<file path="config.mk">
export PLATFORM = sky130hd
export DESIGN_NAME = ienc_counter
export DESIGN_NICKNAME = d
export VERILOG_FILES = /design/src/rtl/ienc_pkg.sv /design/src/rtl/ienc_counter.sv
export SDC_FILE = /design/constraint.sdc
export NUM_CORES = 1
export LEC_CHECK = 0
export ABC_AREA = 1
export BUFFER_PORTS_ARGS = -buffer_cell sky130_fd_sc_hd__buf_2
export CORE_MARGIN = 2
export CORE_UTILIZATION = 65
export DETAILED_ROUTE_END_ITERATION = 10
export GPL_ROUTABILITY_DRIVEN = 1
export HOLD_SLACK_MARGIN = 0.15
export PLACE_DENSITY = 0.85
export SLEW_MARGIN = 15
export SYNTH_ARGS = -nofsm -noshare
export SYNTH_HDL_FRONTEND = slang
export SYNTH_SLANG_ARGS = --single-unit
</file>
<file path="constraint.sdc">
create_clock -name pclk -period 4.5 [get_ports pclk]
set_clock_uncertainty 0.05 [all_clocks]
set_input_delay 1.125 -clock pclk [delete_from_list [all_inputs] [get_ports pclk]]
set_output_delay 1.125 -clock pclk [all_outputs]
set_load 0.1 [all_outputs]
</file>
<file path="src/rtl/ienc_pkg.sv">
// Purpose: shared constants and types for the incremental encoder counter
// Assumes: pclk at 40 MHz
// Notes:   apb offsets are byte addresses

package ienc_pkg;

  localparam int unsigned CLK_HZ          = 40_000_000;
  localparam int unsigned FREQ_WIN_MS     = 10;
  localparam int unsigned PERIOD_TICK_NS  = 500;
  localparam int unsigned IDLE_TIMEOUT_MS = 1600;
  localparam int unsigned WIN_TICK_US     = 16;

  localparam int unsigned FREQ_WIN_CYC  = CLK_HZ / 1000 * FREQ_WIN_MS;
  localparam int unsigned PERIOD_CYC    = CLK_HZ / 1000 * PERIOD_TICK_NS
                                          / 1_000_000;
  localparam int unsigned IDLE_CYC      = CLK_HZ / 1000 * IDLE_TIMEOUT_MS;
  localparam int unsigned WIN_TICK_CYC  = CLK_HZ / 1_000_000 * WIN_TICK_US;

  // register byte offsets
  localparam logic [7:0] OFS_CTRL    = 8'h00;
  localparam logic [7:0] OFS_RELOAD  = 8'h04;
  localparam logic [7:0] OFS_WINLEN  = 8'h08;
  localparam logic [7:0] OFS_POS     = 8'h0c;
  localparam logic [7:0] OFS_LATCH   = 8'h10;
  localparam logic [7:0] OFS_FREQ    = 8'h14;
  localparam logic [7:0] OFS_PERWIN  = 8'h18;
  localparam logic [7:0] OFS_STATUS  = 8'h1c;
  localparam logic [7:0] OFS_CYCLIC0 = 8'h20;
  localparam logic [7:0] OFS_CYCLIC1 = 8'h24;
  localparam logic [7:0] OFS_ALSTATE = 8'h28;

  // ctrl field positions; the reinit bit is taken from alstate writes
  localparam int unsigned CTRL_MODE_LSB = 0;
  localparam int unsigned CTRL_LATCH    = 4;
  localparam int unsigned CTRL_REINIT   = 5;

  localparam logic [2:0]  MODE_RST     = 3'h1;
  localparam logic [15:0] RELOAD_RST   = 16'hffff;
  localparam logic [15:0] WINLEN_RST   = 16'h0001;

  typedef enum logic [3:0] {
    IENC_INIT   = 4'b0001,
    IENC_PREOP  = 4'b0010,
    IENC_SAFEOP = 4'b0100,
    IENC_OP     = 4'b1000
  } ienc_al_type;

  typedef struct packed {
    logic trk_a;
    logic trk_b;
    logic trk_c;
    logic gate;
  } ienc_tracks_type;

  typedef struct packed {
    logic [31:0] freq;
    logic [15:0] period;
    logic [15:0] window;
  } ienc_meas_type;

endpackage

</file>
<file path="src/rtl/ienc_counter.sv">
// Purpose: incremental encoder counter, normal free-running mode, apb slave
// Assumes: encoder tracks already synchronous to pclk
// Notes:   one clock domain, no distributed-clock functions
//
// Overview of operation
// frequency is increments per fixed 10 ms
// period between rising A edges, 500 ns units
// 1.6 s without increments zeroes frequency, period
// window count over user length, 16 us units
// frequency 32 bits, period and window 16
// position and latch are 16 bits
// byte alignment default, word alignment optional
// six modes: alignment times one feature
// controller uses only listed mode combinations
// free running on internal timebase only
// power-up steps INIT, PREOP, SAFEOP, OP
// controller reinitialises after changing mode
// reload wraps to zero, underflow loads value
// track C clears counter, not with reload
// forward count: A edges, B gives direction
// gate edge locks counter, edge selectable
// without reload, wrap modulo 65536
//
// Register access over APB and the register offsets were decided locally.

`timescale 1ns/1ps
`default_nettype none

module ienc_counter (
  input  wire logic                      pclk,
  input  wire logic                      presetn,
  input  wire logic                      psel,
  input  wire logic                      penable,
  input  wire logic                      pwrite,
  input  wire logic [7:0]                paddr,
  input  wire logic [31:0]               pwdata,
  output logic      [31:0]               prdata,
  output logic                           pready,
  output logic                           pslverr,
  input  wire ienc_pkg::ienc_tracks_type tracks,
  output ienc_pkg::ienc_meas_type        meas,
  output logic      [15:0]               position,
  output logic      [15:0]               latch_pos
);

  // mode code: 1..6; 1-3 byte aligned, 4-6 word aligned
  function automatic logic [1:0] feat_of(input logic [2:0] m);
    feat_of = (m > 3'h3) ? 2'(m - 3'h3) : m[1:0];
  endfunction

  logic [2:0]  mode_wr_r;
  logic [2:0]  mode_r;
  logic        latch_en_r;
  logic [15:0] reload_r;
  logic [15:0] winlen_r;
  logic [1:0]  gate_sel_r;
  logic [15:0] pos_r;
  logic [15:0] latch_r;
  logic        a_d_r;
  logic        c_d_r;
  logic        g_d_r;
  logic        locked_r;
  ienc_pkg::ienc_al_type al_r;
  logic [31:0] fcnt_r;
  logic [31:0] ftmr_r;
  logic [31:0] freq_r;
  logic [31:0] pcnt_r;
  logic [7:0]  ptick_r;
  logic [15:0] period_r;
  logic        a_seen_r;
  logic [31:0] idle_r;
  logic [15:0] wcnt_r;
  logic [15:0] wtick_r;
  logic [15:0] wlen_cnt_r;
  logic [15:0] window_r;
  logic [31:0] prdata_r;
  logic        rd_done_r;

  wire        wr_acc     = psel && penable && pwrite;
  wire        rd_acc     = psel && penable && !pwrite;
  wire [1:0]  feat       = feat_of(mode_r);
  wire        word_align = (mode_r > 3'h3);
  wire        f_reload   = (feat == 2'h1);
  wire        f_index    = (feat == 2'h2);
  wire        f_fwd      = (feat == 2'h3);
  wire        run        = (al_r == ienc_pkg::IENC_OP);
  wire        a_rise     = tracks.trk_a && !a_d_r;
  wire        a_edge     = tracks.trk_a ^ a_d_r;
  wire        c_rise     = tracks.trk_c && !c_d_r;
  wire        g_rise     = tracks.gate && !g_d_r;
  wire        g_fall     = !tracks.gate && g_d_r;
  // quadrature decode: each A edge, direction from B relative to A
  wire        quad_up    = tracks.trk_a ^ tracks.trk_b;
  wire        fwd_step   = a_edge && !locked_r;
  wire        q_step     = a_edge;
  wire        step       = run && (f_fwd ? fwd_step : q_step);
  wire        up         = f_fwd ? tracks.trk_b : quad_up;
  wire        idle_hit   = (idle_r >= ienc_pkg::IDLE_CYC - 1);
  wire        ftmr_hit   = (ftmr_r == ienc_pkg::FREQ_WIN_CYC - 1);

  // write strobes, one per writable register
  wire        wr_ctrl    = wr_acc && (paddr == ienc_pkg::OFS_CTRL);
  wire        wr_reload  = wr_acc && (paddr == ienc_pkg::OFS_RELOAD);
  wire        wr_winlen  = wr_acc && (paddr == ienc_pkg::OFS_WINLEN);

  // position next value
  logic [15:0] pos_nxt;
  always_comb begin
    pos_nxt = pos_r;
    // an index clear outranks a count step in the same cycle
    if (run && f_index && c_rise) begin
      pos_nxt = 16'h0000;
    end else if (step && up) begin
      if (f_reload && pos_r >= reload_r)
        pos_nxt = 16'h0000;
      else
        pos_nxt = pos_r + 16'h0001;
    end else if (step) begin
      if (f_reload && pos_r == 16'h0000)
        pos_nxt = reload_r;
      else
        pos_nxt = pos_r - 16'h0001;
    end
  end

  // apb slave: writes finish at once; reads take one wait state so that
  // prdata is a flip-flop already holding the word at the completing edge
  assign pready  = !rd_acc || rd_done_r;
  assign pslverr = 1'b0;
  assign prdata  = prdata_r;

  // cyclic image: status byte, position, latch; byte mode packs them back
  // to back, word mode pads the status byte out to 16 bits
  wire [7:0]  stat8 = {4'h0, locked_r, 3'(feat)};
  wire [31:0] cyc0  = word_align ? {pos_r, 8'h00, stat8}
                                 : {latch_r[7:0], pos_r, stat8};
  wire [31:0] cyc1  = word_align ? {16'h0000, latch_r}
                                 : {24'h00_0000, latch_r[15:8]};
  logic [31:0] rd_mux;
  always_comb begin
    unique case (paddr)
      ienc_pkg::OFS_CTRL:    rd_mux = {24'h0, 2'h0, gate_sel_r,
                                       1'b0, mode_wr_r};
      ienc_pkg::OFS_RELOAD:  rd_mux = {16'h0, reload_r};
      ienc_pkg::OFS_WINLEN:  rd_mux = {16'h0, winlen_r};
      ienc_pkg::OFS_POS:     rd_mux = {16'h0, pos_r};
      ienc_pkg::OFS_LATCH:   rd_mux = {16'h0, latch_r};
      ienc_pkg::OFS_FREQ:    rd_mux = freq_r;
      ienc_pkg::OFS_PERWIN:  rd_mux = {period_r, window_r};
      ienc_pkg::OFS_STATUS:  rd_mux = {24'h0, stat8};
      ienc_pkg::OFS_CYCLIC0: rd_mux = cyc0;
      ienc_pkg::OFS_CYCLIC1: rd_mux = cyc1;
      ienc_pkg::OFS_ALSTATE: rd_mux = {28'h0, al_r};
      default:               rd_mux = 32'h0000_0000;
    endcase
  end

  always_ff @(posedge pclk or negedge presetn) begin
    if (!presetn) begin
      prdata_r   <= 32'h0000_0000;
      rd_done_r  <= 1'b0;
      mode_wr_r  <= ienc_pkg::MODE_RST;
      gate_sel_r <= 2'h0;
      reload_r   <= ienc_pkg::RELOAD_RST;
      winlen_r   <= ienc_pkg::WINLEN_RST;
    end else begin
      rd_done_r <= rd_acc && !rd_done_r;
      if (rd_acc && !rd_done_r)
        prdata_r <= rd_mux;
      // mode stays staged until reinit, so a half-set mode never runs
      if (wr_ctrl) begin
        mode_wr_r  <= pwdata[2:0];
        gate_sel_r <= pwdata[5:4];
      end
      if (wr_reload)
        reload_r <= pwdata[15:0];
      if (wr_winlen)
        winlen_r <= pwdata[15:0];
    end
  end

  // bus-master directed state steps; mode applies on reinit only
  wire ctl_wr   = wr_acc && paddr == ienc_pkg::OFS_ALSTATE;
  wire reinit   = ctl_wr && pwdata[ienc_pkg::CTRL_REINIT];
  wire latch_rq = wr_acc && paddr == ienc_pkg::OFS_CTRL
                  && pwdata[ienc_pkg::CTRL_LATCH];
  always_ff @(posedge pclk or negedge presetn) begin
    if (!presetn) begin
      al_r   <= ienc_pkg::IENC_INIT;
      mode_r <= ienc_pkg::MODE_RST;
    end else if (reinit) begin
      al_r   <= ienc_pkg::IENC_INIT;
      mode_r <= mode_wr_r;
    end else if (ctl_wr && pwdata[0]) begin
      unique case (al_r)
        ienc_pkg::IENC_INIT:   al_r <= ienc_pkg::IENC_PREOP;
        ienc_pkg::IENC_PREOP:  al_r <= ienc_pkg::IENC_SAFEOP;
        ienc_pkg::IENC_SAFEOP: al_r <= ienc_pkg::IENC_OP;
        ienc_pkg::IENC_OP:     al_r <= ienc_pkg::IENC_OP;
        default:               al_r <= ienc_pkg::IENC_INIT;
      endcase
    end
  end

  // counter, latch, gate lock
  always_ff @(posedge pclk or negedge presetn) begin
    if (!presetn) begin
      pos_r      <= 16'h0000;
      latch_r    <= 16'h0000;
      latch_en_r <= 1'b0;
      a_d_r      <= 1'b0;
      c_d_r      <= 1'b0;
      g_d_r      <= 1'b0;
      locked_r   <= 1'b0;
    end else begin
      a_d_r      <= tracks.trk_a;
      c_d_r      <= tracks.trk_c;
      g_d_r      <= tracks.gate;
      pos_r      <= pos_nxt;
      latch_en_r <= latch_rq;
      if (latch_en_r)
        latch_r <= pos_r;
      // each chosen gate edge toggles the lock, the next one frees it
      if (f_fwd && ((gate_sel_r[0] && g_rise) || (gate_sel_r[1] && g_fall)))
        locked_r <= !locked_r;
      else if (!f_fwd)
        locked_r <= 1'b0;
    end
  end

  // measurements on the internal timebase only
  always_ff @(posedge pclk or negedge presetn) begin
    if (!presetn) begin
      fcnt_r   <= 32'h0;
      ftmr_r   <= 32'h0;
      freq_r   <= 32'h0;
      pcnt_r   <= 32'h0;
      ptick_r  <= 8'h0;
      period_r <= 16'h0;
      a_seen_r <= 1'b0;
      idle_r   <= 32'h0;
    end else begin
      ftmr_r <= ftmr_hit ? 32'h0 : ftmr_r + 32'h1;
      if (ftmr_hit) begin
        freq_r <= fcnt_r + {31'h0, step};
        fcnt_r <= 32'h0;
      end else if (step) begin
        fcnt_r <= fcnt_r + 32'h1;
      end
      ptick_r <= (ptick_r == 8'(ienc_pkg::PERIOD_CYC - 1)) ? 8'h0
                 : ptick_r + 8'h1;
      if (a_rise) begin
        // saturates rather than wraps, so a slow axis never reads as fast
        if (a_seen_r)
          period_r <= (pcnt_r > 32'hffff) ? 16'hffff : pcnt_r[15:0];
        a_seen_r <= 1'b1;
        pcnt_r   <= 32'h0;
      end else if (ptick_r == 8'(ienc_pkg::PERIOD_CYC - 1)) begin
        pcnt_r <= pcnt_r + 32'h1;
      end
      idle_r <= a_edge ? 32'h0 : (idle_hit ? idle_r : idle_r + 32'h1);
      // a fresh edge wins over the idle clear, so it still starts a period
      if (idle_hit && !a_edge) begin
        freq_r   <= 32'h0;
        period_r <= 16'h0;
        a_seen_r <= 1'b0;
      end
    end
  end

  // user window count in 16 us ticks
  // a length of zero runs 65536 ticks, as the end compare wraps
  wire wtick_hit = (wtick_r == 16'(ienc_pkg::WIN_TICK_CYC - 1));
  wire wend      = wtick_hit && (wlen_cnt_r >= winlen_r - 16'h1);
  always_ff @(posedge pclk or negedge presetn) begin
    if (!presetn) begin
      wcnt_r     <= 16'h0;
      wtick_r    <= 16'h0;
      wlen_cnt_r <= 16'h0;
      window_r   <= 16'h0;
    end else begin
      wtick_r <= wtick_hit ? 16'h0 : wtick_r + 16'h1;
      if (wend) begin
        window_r   <= wcnt_r + {15'h0, step};
        wcnt_r     <= 16'h0;
        wlen_cnt_r <= 16'h0;
      end else begin
        if (wtick_hit)
          wlen_cnt_r <= wlen_cnt_r + 16'h1;
        if (step)
          wcnt_r <= wcnt_r + 16'h1;
      end
    end
  end

  // every output below is a plain register copy
  assign meas      = '{freq: freq_r, period: period_r, window: window_r};
  assign position  = pos_r;
  assign latch_pos = latch_r;

endmodule

`default_nettype wire

</file>
# Word level (Yosys, flattened, before mapping)
# Index checks and enable logic that the tools add are counted.
dict set report totals {
  reg_bits 363
  out_inout_bits 130
  word_cells 158
}
dict set report classes {
  add_sub_neg 14
  n_lt_le_gt_ge 5
  n_eq_ne 22
  mux 37
  bitwise_logic 2
  n_reduce_logical 51
}
# cell count
set ops {}
lappend ops {{case mux 32 bit (11 select lines)} 1}
lappend ops {{2-to-1 mux 32 bit} 10}
lappend ops {{2-to-1 mux 16 bit} 15}
lappend ops {{adder 32 x 1 -> 32 bit (second input constant)} 4}
lappend ops {{adder 16 x 1 -> 16 bit (second input constant)} 4}
lappend ops {{== test 8 x 5 -> 1 bit (second input constant)} 5}
lappend ops {{adder 32 x 1 -> 32 bit} 1}
lappend ops {{== test 32 x 19 -> 1 bit (second input constant)} 1}
lappend ops {{greater-or-equal comparator 16 bit} 2}
lappend ops {{greater-or-equal comparator 32 x 26 -> 1 bit (second input constant)} 1}
lappend ops {{greater-than comparator 32 x 16 -> 1 bit (second input constant)} 1}
lappend ops {{subtractor 16 x 1 -> 16 bit (second input constant)} 2}
lappend ops {{logical AND 1 bit} 27}
lappend ops {{== test 8 x 6 -> 1 bit (second input constant)} 3}
lappend ops {{adder 16 x 1 -> 16 bit} 1}
lappend ops {{== test 16 x 10 -> 1 bit (second input constant)} 1}
lappend ops {{== test 8 x 4 -> 1 bit (second input constant)} 2}
lappend ops {{logical NOT 16 bit} 1}
lappend ops {{nonzero test 2 bit} 8}
lappend ops {{case mux 4 bit (3 select lines)} 1}
lappend ops {{logical NOT 1 bit} 9}
lappend ops {{adder 8 x 1 -> 8 bit (second input constant)} 1}
lappend ops {{== test 8 x 3 -> 1 bit (second input constant)} 1}
lappend ops {{logical NOT 8 bit} 1}
lappend ops {{19 further kinds} 28}

# Logic depth before layout (Yosys ltp)
# Gate-level depths: netlist of run 1.
dict set report logic_depth {
  ltp_word 8
  ltp_mapped 21
}

# Worst setup path after synthesis of run 1
# OpenSTA, ideal clock, no wires.
dict set report synth_path {
  path_kind {input-to-output}
  start {input psel}
  end {output pready}
  arrival_time_ns 2.372
  required_ns 3.325
  slack_ns 0.953
  stages 4
  path_buffers 1
  path_cell_list {nand2_1 nor3_1 clkinv_1 clkbuf_1}
}
dict set report synth_via {
  elab_chain_cells 4
}
# element line_no
set synth_lines {}
lappend synth_lines {{start, declared} ienc_counter.sv:32} ;# input wire logic psel,
lappend synth_lines {{logical AND 1 bit (2 in a row)} ienc_counter.sv:80} ;# wire rd_acc = psel && penable && !pwrite;
lappend synth_lines {{logical NOT 1 bit} ienc_counter.sv:128} ;# assign pready = !rd_acc || rd_done_r;
lappend synth_lines {{logical OR 1 bit} ienc_counter.sv:128}
lappend synth_lines {{end, declared} ienc_counter.sv:38} ;# output logic pready,
# Every way passes these cells.

# Final worst setup path of run 1
dict set report layout_path {
  start {register winlen_r[0]}
  end {register wcnt_r[12]}
}
dict set report layout_via {
  elab_chain_cells 4
}
# element line_no
set layout_lines {}
lappend layout_lines {{start, declared} ienc_counter.sv:55} ;# logic [15:0] winlen_r;
lappend layout_lines {{start signal, assigned} ienc_counter.sv:165} ;# winlen_r <= ienc_pkg::WINLEN_RST;
lappend layout_lines {{start signal, assigned} ienc_counter.sv:178} ;# winlen_r <= pwdata[15:0];
lappend layout_lines {{subtractor 16 x 1 -> 16 bit (*)} ienc_counter.sv:274} ;# wire wend = wtick_hit && (wlen_cnt_r >= winlen_r - 16'h1);
lappend layout_lines {{greater-or-equal comparator 16 bit (*)} ienc_counter.sv:274}
lappend layout_lines {{logical AND 1 bit (*)} ienc_counter.sv:274}
lappend layout_lines {{2-to-1 mux 16 bit or nonzero test 2 bit (tied branches)} n/a}
lappend layout_lines {{end signal, assigned} ienc_counter.sv:291} ;# wcnt_r <= wcnt_r + 16'h1;
lappend layout_lines {{end, declared} ienc_counter.sv:72} ;# logic [15:0] wcnt_r;
# Mark *: on every way between the ends. The rest lies on a longest branch, timed or not.
# A chain may end at the register's enable or synchronous reset.

==> summary.md, run 1 <==
| Metric | Value |
|---|---|
| Outcome | `finished clean` |
| Synth Area in Compound Gates | `0.1015` |
| Final setup fails | `0` |
| Final Power | `approximately 0.010 W` |
| Die width | `around 190 µm` |
| Insertion delay to the later sink of the worst-skew pair | `a little under 600 ps` |
| Synth Area in XOR/XNOR | `0.06090` |
| First DRT Iteration DRCs | `around 2100` |
| Die Y | `between 150 and 200 µm` |
| First-pass iteration count of the detailed router | `6` |
| Worst setup margin | `just over 700 ps` |
| Post-synth EDFFs | `0` |
| Max Cap Viol | `0` |
| Crit path from | `winlen_r[0]$_DFFE_PN1P_` |
| Area delta synth->final | `11.20%` |
| Synth Instances | `between 3000 and 4000` |
| Synth Cell Area | `around 22000 µm²` |
| Dominant cell type by area after synthesis | `dfrtp_1` |
| Worst Setup EP | `wcnt_r[12]$_DFFE_PN0P_` |
| Initial antenna violation count | `0` |
| Leak | `between 10 and 15 nW` |
| Core ar. | `about 34000 µm²` |
| Slew margin rel. | `0.2883` |
| Simple-Gate Fraction of Synth Area | `0.3120` |
| Tmin final | `3772 ps` |
| Slew Limit Fails | `0` |
| Post-CTS setup buffer count | `0` |
| CP Data Required Time | `4910 ps` |
| Routability congestion estimate | `roughly 1.0` |
| CTS buffer count | `just over 40` |
| Yosys reg bits | `~360` |
| Port bufs | `between 150 and 200` |
| Yosys top cell area share | `0.3826` |
| Total Die Area | `between 30000 and 40000 µm²` |
| R2R depth | `19` |
| Clock transition at path regs | `approximately 70 ps` |
| Drt total wl | `71350 µm` |
| CTS tree | `done` |
| GR Util met3 | `0.07600` |
| Count leader, synth | `nand2_1` |
| Post-place setup slack | `789.1 ps` |
| Total GRT Usage | `0.3981` |
| Most Crowded Layer GR | `met2` |
| Syn nets | `3182` |
| Fmax | `between 200 and 300 MHz` |
| Resize count post-CTS | `0` |
| CP Class | `reg2reg` |
| Adder-Cell Fraction of Synth Area | `0.02733` |
| Post-synthesis cell type count | `53` |
| Largest net degree at the start of global routing | `88` |
| Cell Area, Placed | `approximately 24000 µm²` |
| Worst vdd ir | `between 0.7 and 0.8 mV` |
| Sequential fraction of the synthesis area | `0.4060` |
| Routed wire length per instance | `19.30 µm` |
| Synth warn | `0` |
| Final Hold Viols | `0` |
| Largest family of logic cells by synthesized area | `simple AND/OR/NAND/NOR gates` |
| Finished layout cell area | `between 20000 and 25000 µm²` |
| Vias in the first global route | `20915` |
| CP Max Fanout | `between 40 and 50` |
| Setup TNS | `0 ps` |
| RSZ-0062 raised after global routing | `false` |
| Nets | `~3300` |
| Hold WC Path Type | `reg2reg` |
| Met2 usage | `0.6336` |
| Row count | `68` |
| Pwr/cell area | `408.8 nW/µm²` |
| Critical Path End Type | `flop` |
| GR Util met1 | `0.5534` |
| Starting density of the core | `0.6543` |
| DP HPWL | `between 50000 and 60000 µm` |
| CP Launch Type | `flop` |
| Drc violations | `0` |
| Layout cell share with drive strength beyond 1 | `0.1074` |
| Clock sinks | `about 360` |
| Synth top cells by count | `815 x nand2_1, 385 x inv_1, 343 x dfrtp_1` |
| Post-synthesis average cell area | `between 7 and 8 µm²` |
| CTS root buf | `clkbuf_16` |
| CTS Hold Bufs | `0` |
| Vias | `between 20000 and 25000` |
| I/O pin count | `between 150 and 200` |
| Remaining Overflow, GRT | `0` |
| Worst r2r src | `winlen_r[0]$_DFFE_PN1P_` |
| Max Buffers Root-to-Sink | `3` |
| Synth area leaders | `dfrtp_1 38%, nand2_1 14%, inv_1 6.4%` |
| CTS H-tree lvls | `2` |
| # fillers | `approximately 2800` |
| DRT antenna net count | `0` |
| RR Endpoint | `wcnt_r[12]$_DFFE_PN0P_` |
| Tcrit/Tclk final | `0.8382` |
| Slew @ Worst Pin | `approximately 1100 ps` |
| Arrival time worst endpoint | `4180 ps` |
| Post-synthesis mux area share | `0` |
| R2r setup slk | `around 730 ps` |
| Synth Flop Type | `dfrtp_1` |
| First-pass GRT wire length | `~110000 µm` |
| Async set-reset flop share out of synthesis | `1.000` |
| Via density | `about 6.0` |
-- state kept, by name, summed over array words and instances, names as in the netlist, 8 cells and up --
name        flops
fcnt_r         32
freq_r         32
ftmr_r         32
idle_r         32
pcnt_r         32
prdata         32
latch_pos      16
period_r       16
position       16
reload_r       16
wcnt_r         16
window_r       16
winlen_r       16
wlen_cnt_r     16
wtick_r        16
ptick_r         8
-- cells in the final DEF (no fill, tap or decap), drive strengths merged, types with 79 or more instances in the layout --
cell type	instances
inv	398
nor3	106
nand3	210
nand2	827
nor2	343
xor2	136
o21ai	209
a21oi	87
nand4	79
buf	186
dfrtp	343
-- routing by layer --
| layer | part of all wire | wire (µm) | vias up |
|---|---|---|---|
| met1 | 0.41 | 29100 | 10412 |
| met3 | 0.10 | 7339 | 171 |
| met2 | 0.46 | 32660 | 1203 |
| met5 | 0 | 0 | - |
| met4 | 0.032 | 2251 | 0 |
| li1 | - | - | 10231 |
-- cell families after synthesis --
logic type,after synthesis
AO/OA/AOI/OAI,400
XOR/XNOR,156
adder cells (fa/ha/maj),49
buffers and inverters,503
flip-flops,363
other,1
AND/OR/NAND/NOR,1612
-- where the power goes --
group	switching, W	internal (W)
combinational	0.00192	0.000657
sequential	0.000531	0.00347
clock	0.00143	0.00218
-- worst min path at each step --
stage	start	endpoint	slack (ps)	depth (start not counted)
after floorplan	ftmr_r[0]$_DFF_PN0_	ftmr_r[0]$_DFF_PN0_	370	1
after global placement	ftmr_r[0]$_DFF_PN0_	ftmr_r[0]$_DFF_PN0_	390	1
after detailed placement	idle_r[30]$_DFFE_PN0P_	idle_r[30]$_DFFE_PN0P_	400	2
after CTS	wtick_r[0]$_DFF_PN0_	wtick_r[0]$_DFF_PN0_	410	1
after global routing	ftmr_r[0]$_DFF_PN0_	ftmr_r[0]$_DFF_PN0_	430	1
final	wtick_r[0]$_DFF_PN0_	wtick_r[0]$_DFF_PN0_	410	1
-- critical path, cell delays in order (launching register included) --
cell and delay, ps:
dfstp_2 370, inv_1 120, ha_1 210, nand2_1 80, nor2_1 130, nand2_1 140, nor4_2 320, nand2_1 120
nor2_1 130, xor2_1 150, inv_1 50, ha_1 290, nand4_1 130, nor3_1 280, nand3_1 110, nand3_1 160
nand2_2 230, buf_4 350, nand3b_1 150, nand2_1 70
-- through the flow --
step / hold slack [ps] / instances / util
detailed placement: 402.7 / 3622 / 0.6855
CTS: 411.6 / 3696 / 0.7276
finish: 408.0 / 3697 / 0.7276
global placement: 391.1 / 3622 / 0.6855
global route: 428.7 / 3696 / 0.7276
floorplan: 372.6 / 3084 / -
-- final cells by class --
type	instances	area, µm²	area share
Antenna cell	1	2.502	0.0001003
Clock buffer	51	1125	0.04509
Clock inverter	23	316.6	0.01269
Inverter	400	1504	0.06028
Multi-Input combinational cell	2218	11270	0.4516
Sequential cell	363	9109	0.3651
Tap cell	455	569.3	0.02282
Timing Repair Buffer	186	1056	0.04233
(Power assumes the default switching activity.)
==> run 2, diff against run 1 <==
--- a/config.mk
+++ b/config.mk
@@ -8,11 +8,11 @@
 export ABC_AREA = 1
 export BUFFER_PORTS_ARGS = -buffer_cell sky130_fd_sc_hd__buf_2
 export CORE_MARGIN = 2
-export CORE_UTILIZATION = 65
+export CORE_UTILIZATION = 61
 export DETAILED_ROUTE_END_ITERATION = 10
 export GPL_ROUTABILITY_DRIVEN = 1
 export HOLD_SLACK_MARGIN = 0.15
-export PLACE_DENSITY = 0.85
+export PLACE_DENSITY = 0.81
 export SLEW_MARGIN = 15
 export SYNTH_ARGS = -nofsm -noshare
 export SYNTH_HDL_FRONTEND = slang
==> constraint.sdc (replaced) <==
create_clock -name pclk -period 3.8 [get_ports pclk]
set_clock_uncertainty 0.05 [all_clocks]
set_input_delay 0.95 -clock pclk [delete_from_list [all_inputs] [get_ports pclk]]
set_output_delay 0.95 -clock pclk [all_outputs]
set_load 0.1 [all_outputs]
==> run 2 against run 1 <==
Compared with the run above:
- clock power rose by 12%
- sequential cell count unchanged
- sequential share of layout area is the same
- sequential power increased by 17%
- first-iteration DRC count is 8.6% higher
- die area increased by 6.4%
- setup slack worse by 360 ps
- final area unchanged
- clock-buffer cell count is 9 higher
- global-route usage down 2.2 points
- non-clock buffer count is 5 higher
- critical path depth shrank 2
- critical endpoint is now wcnt_r[6]$_DFFE_PN0P_
==> summary.md, run 2 (synthesized netlist as in run 1, its figures left out) <==
| Metric | Value |
|---|---|
| Insertion delay to the later sink of the worst-skew pair | `570 ps` |
| CP Max Fanout | `47` |
| Drc violations | `0` |
| Storage element area | `9109 µm²` |
| CTS Hold Bufs | `0` |
| CTS root buf | `clkbuf_16` |
| Total Die Area | `about 38000 µm²` |
| Final Hold Viols | `0` |
| Remaining Overflow, GRT | `0` |
| Ant diodes | `0` |
| Crit-path max cell delay | `about 430 ps` |
| Worst hold margin | `256.1 ps` |
| Worst setup margin | `369.8 ps` |
| Routability congestion estimate | `roughly 1.0` |
| Slew @ Worst Pin | `between 1000 and 1500 ps` |
| Final setup fails | `0` |
| First-pass GRT wire length | `around 110000 µm` |
| Most frequent CP cell | `nand3_1` |
| # fillers | `around 3200` |
| Tmin final | `around 3400 ps` |
| Max Buffers Root-to-Sink | `3` |
| CTS buffer count | `40` |
| Clock sinks | `~360` |
| DP HPWL | `between 50000 and 60000 µm` |
| GR Util met3 | `0.07358` |
| Critical Path End Type | `flop` |
| RSZ-0062 raised after global routing | `false` |
| Fmax | `~300 MHz` |
| Most Crowded Layer GR | `met2` |
| Hold WC Path Type | `in2async` |
| GR Util met1 | `0.5202` |
| First DRT Iteration DRCs | `2283` |
| Row count | `70` |
| Largest net degree at the start of global routing | `79` |
| CTS H-tree lvls | `2` |
| Layout Cells excl Fill | `3711` |
| CTS tree | `done` |
| Cell Area, Placed | `23570 µm²` |
| Post-place setup slack | `approximately 300 ps` |
| Vias | `between 20000 and 25000` |
| Pwr/cell area | `around 480 nW/µm²` |
| Core ar. | `approximately 36000 µm²` |
| Slew Limit Fails | `0` |
| Layout cell share with drive strength beyond 1 | `0.1070` |
| Nets | `3312` |
| Finished layout cell area | `24950 µm²` |
| Arrival time worst endpoint | `about 3800 ps` |
| Met2 usage | `0.5766` |
| Vias in the first global route | `just over 20000` |
| Initial antenna violation count | `0` |
| Routed wire length per instance | `just under 20 µm` |
| Clock transition at path regs | `~60 ps` |
| Multi-input logic area | `11280 µm²` |
| CP Launch Type | `flop` |
| Commonest non-fill, non-tap cell in the layout | `nand2_1` |
| First-pass iteration count of the detailed router | `5` |
| Most frequent cells in the layout | `815 x nand2_1, 384 x inv_1, 343 x dfrtp_1` |
| CP Class | `reg2reg` |
| Max Cap Viol | `0` |
| Drt total wl | `71930 µm` |
| Port bufs | `161` |
| DRT antenna net count | `0` |
| Outcome | `finished clean` |
| CP cell instances | `nor2_1 > nand2_1 > nor3_1 > nand3_1 > nor2_1 > nand3_1 > xor2_1 > inv_1 > ha_1 > nand4_1 > nor3_1 > nand3_1 > nand3_1 > nand2_4 > buf_12 > nand3b_1 > nand2_1` |
| R2r setup slk | `roughly 370 ps` |
| Total GRT Usage | `0.3761` |
| Slew margin rel. | `0.3231` |
| Placed insts | `between 3000 and 4000` |
| Die Y | `195.8 µm` |
| Die width | `195.8 µm` |
| Leak | `around 12 nW` |
| Slowest CP cell | `dfrtp_1` |
| Setup TNS | `0 ps` |
| Tcrit/Tclk final | `0.9027` |
| I/O pin count | `between 150 and 200` |
| CP Data Required Time | `between 4000 and 5000 ps` |
| Via density | `between 5 and 6` |
| Worst vdd ir | `between 0.3 and 0.4 mV` |
| Area delta synth->final | `11.20%` |
| Starting density of the core | `0.6158` |
==> run 2: cell count changes in the layout (fill, tap and decap cells not counted), sizes merged <==
cell / change
diode: -1
bufinv: -4
clkinv: -4
clkbuf: +9
inv: -2
clkinvlp: -2
buf: +5
==> run 2: final cells by class <==
| type | instances | area share |
|---|---|---|
| tap | 468 | 0.02347 |
| timing repair buffer | 191 | 0.04473 |
| clock inverter | 11 | 0.005667 |
| multi-input combinational | 2218 | 0.4522 |
| sequential | 363 | 0.3651 |
| inverter | 400 | 0.06043 |
| clock buffer | 60 | 0.04845 |
==> run 2: final timing paths <==
| path | from | endpoint | cells past startpoint |
|---|---|---|---|
| max | winlen_r[2]$_DFFE_PN0P_ | wcnt_r[6]$_DFFE_PN0P_ | 17 |
| min | presetn | wtick_r[5]$_DFF_PN0_ | 1 |
| max reg2reg | winlen_r[2]$_DFFE_PN0P_ | wcnt_r[6]$_DFFE_PN0P_ | 17 |
| min reg2reg | wtick_r[0]$_DFF_PN0_ | wtick_r[0]$_DFF_PN0_ | 1 |
| max in group asynchronous | presetn | fcnt_r[15]$_DFFE_PN0P_ | 2 |
| min in group pclk | wtick_r[0]$_DFF_PN0_ | wtick_r[0]$_DFF_PN0_ | 1 |
==> run 2: repair_timing <==
action | 4_1_cts | 5_1_grt
setup endpoints to repair | 0 | 34
resized for setup | 0 | 3
buffers inserted | 0 | 1
==> run 2: worst max-delay path: cells and delay by family, from the launching register on <==
kind / cells / cell delay, ps
buf+inv: 2 / 270
flops: 1 / 430
xor+xnor: 1 / 150
simple gates: 13 / 2070
fa+ha+maj: 1 / 310
==> run 2: power breakdown <==
group | internal, W | leakage (nW) | switching, W
Sequential | 0.00412 | 4.66 | 0.000577
Combinational | 0.000799 | 6.99 | 0.00232
Clock | 0.00240 | 0.670 | 0.00166
Total | 0.00732 | 12.3 | 0.00455
==> run 2: per-layer routing <==
| layer | vias to the layer above | share of wire |
|---|---|---|
| li1 | 10223 | - |
| met1 | 10307 | 0.42 |
| met2 | 1077 | 0.44 |
| met3 | 213 | 0.098 |
| met4 | 0 | 0.049 |
| met5 | - | 0 |
==> run 2: metrics by stage <==
| step | util | total power (W) |
|---|---|---|
| floorplan | - | 0.006905 |
| global placement | 0.6470 | 0.007718 |
| detailed placement | 0.6470 | 0.007775 |
| CTS | 0.6841 | 0.01182 |
| global route | 0.6848 | 0.01233 |
| finish | 0.6848 | 0.01186 |
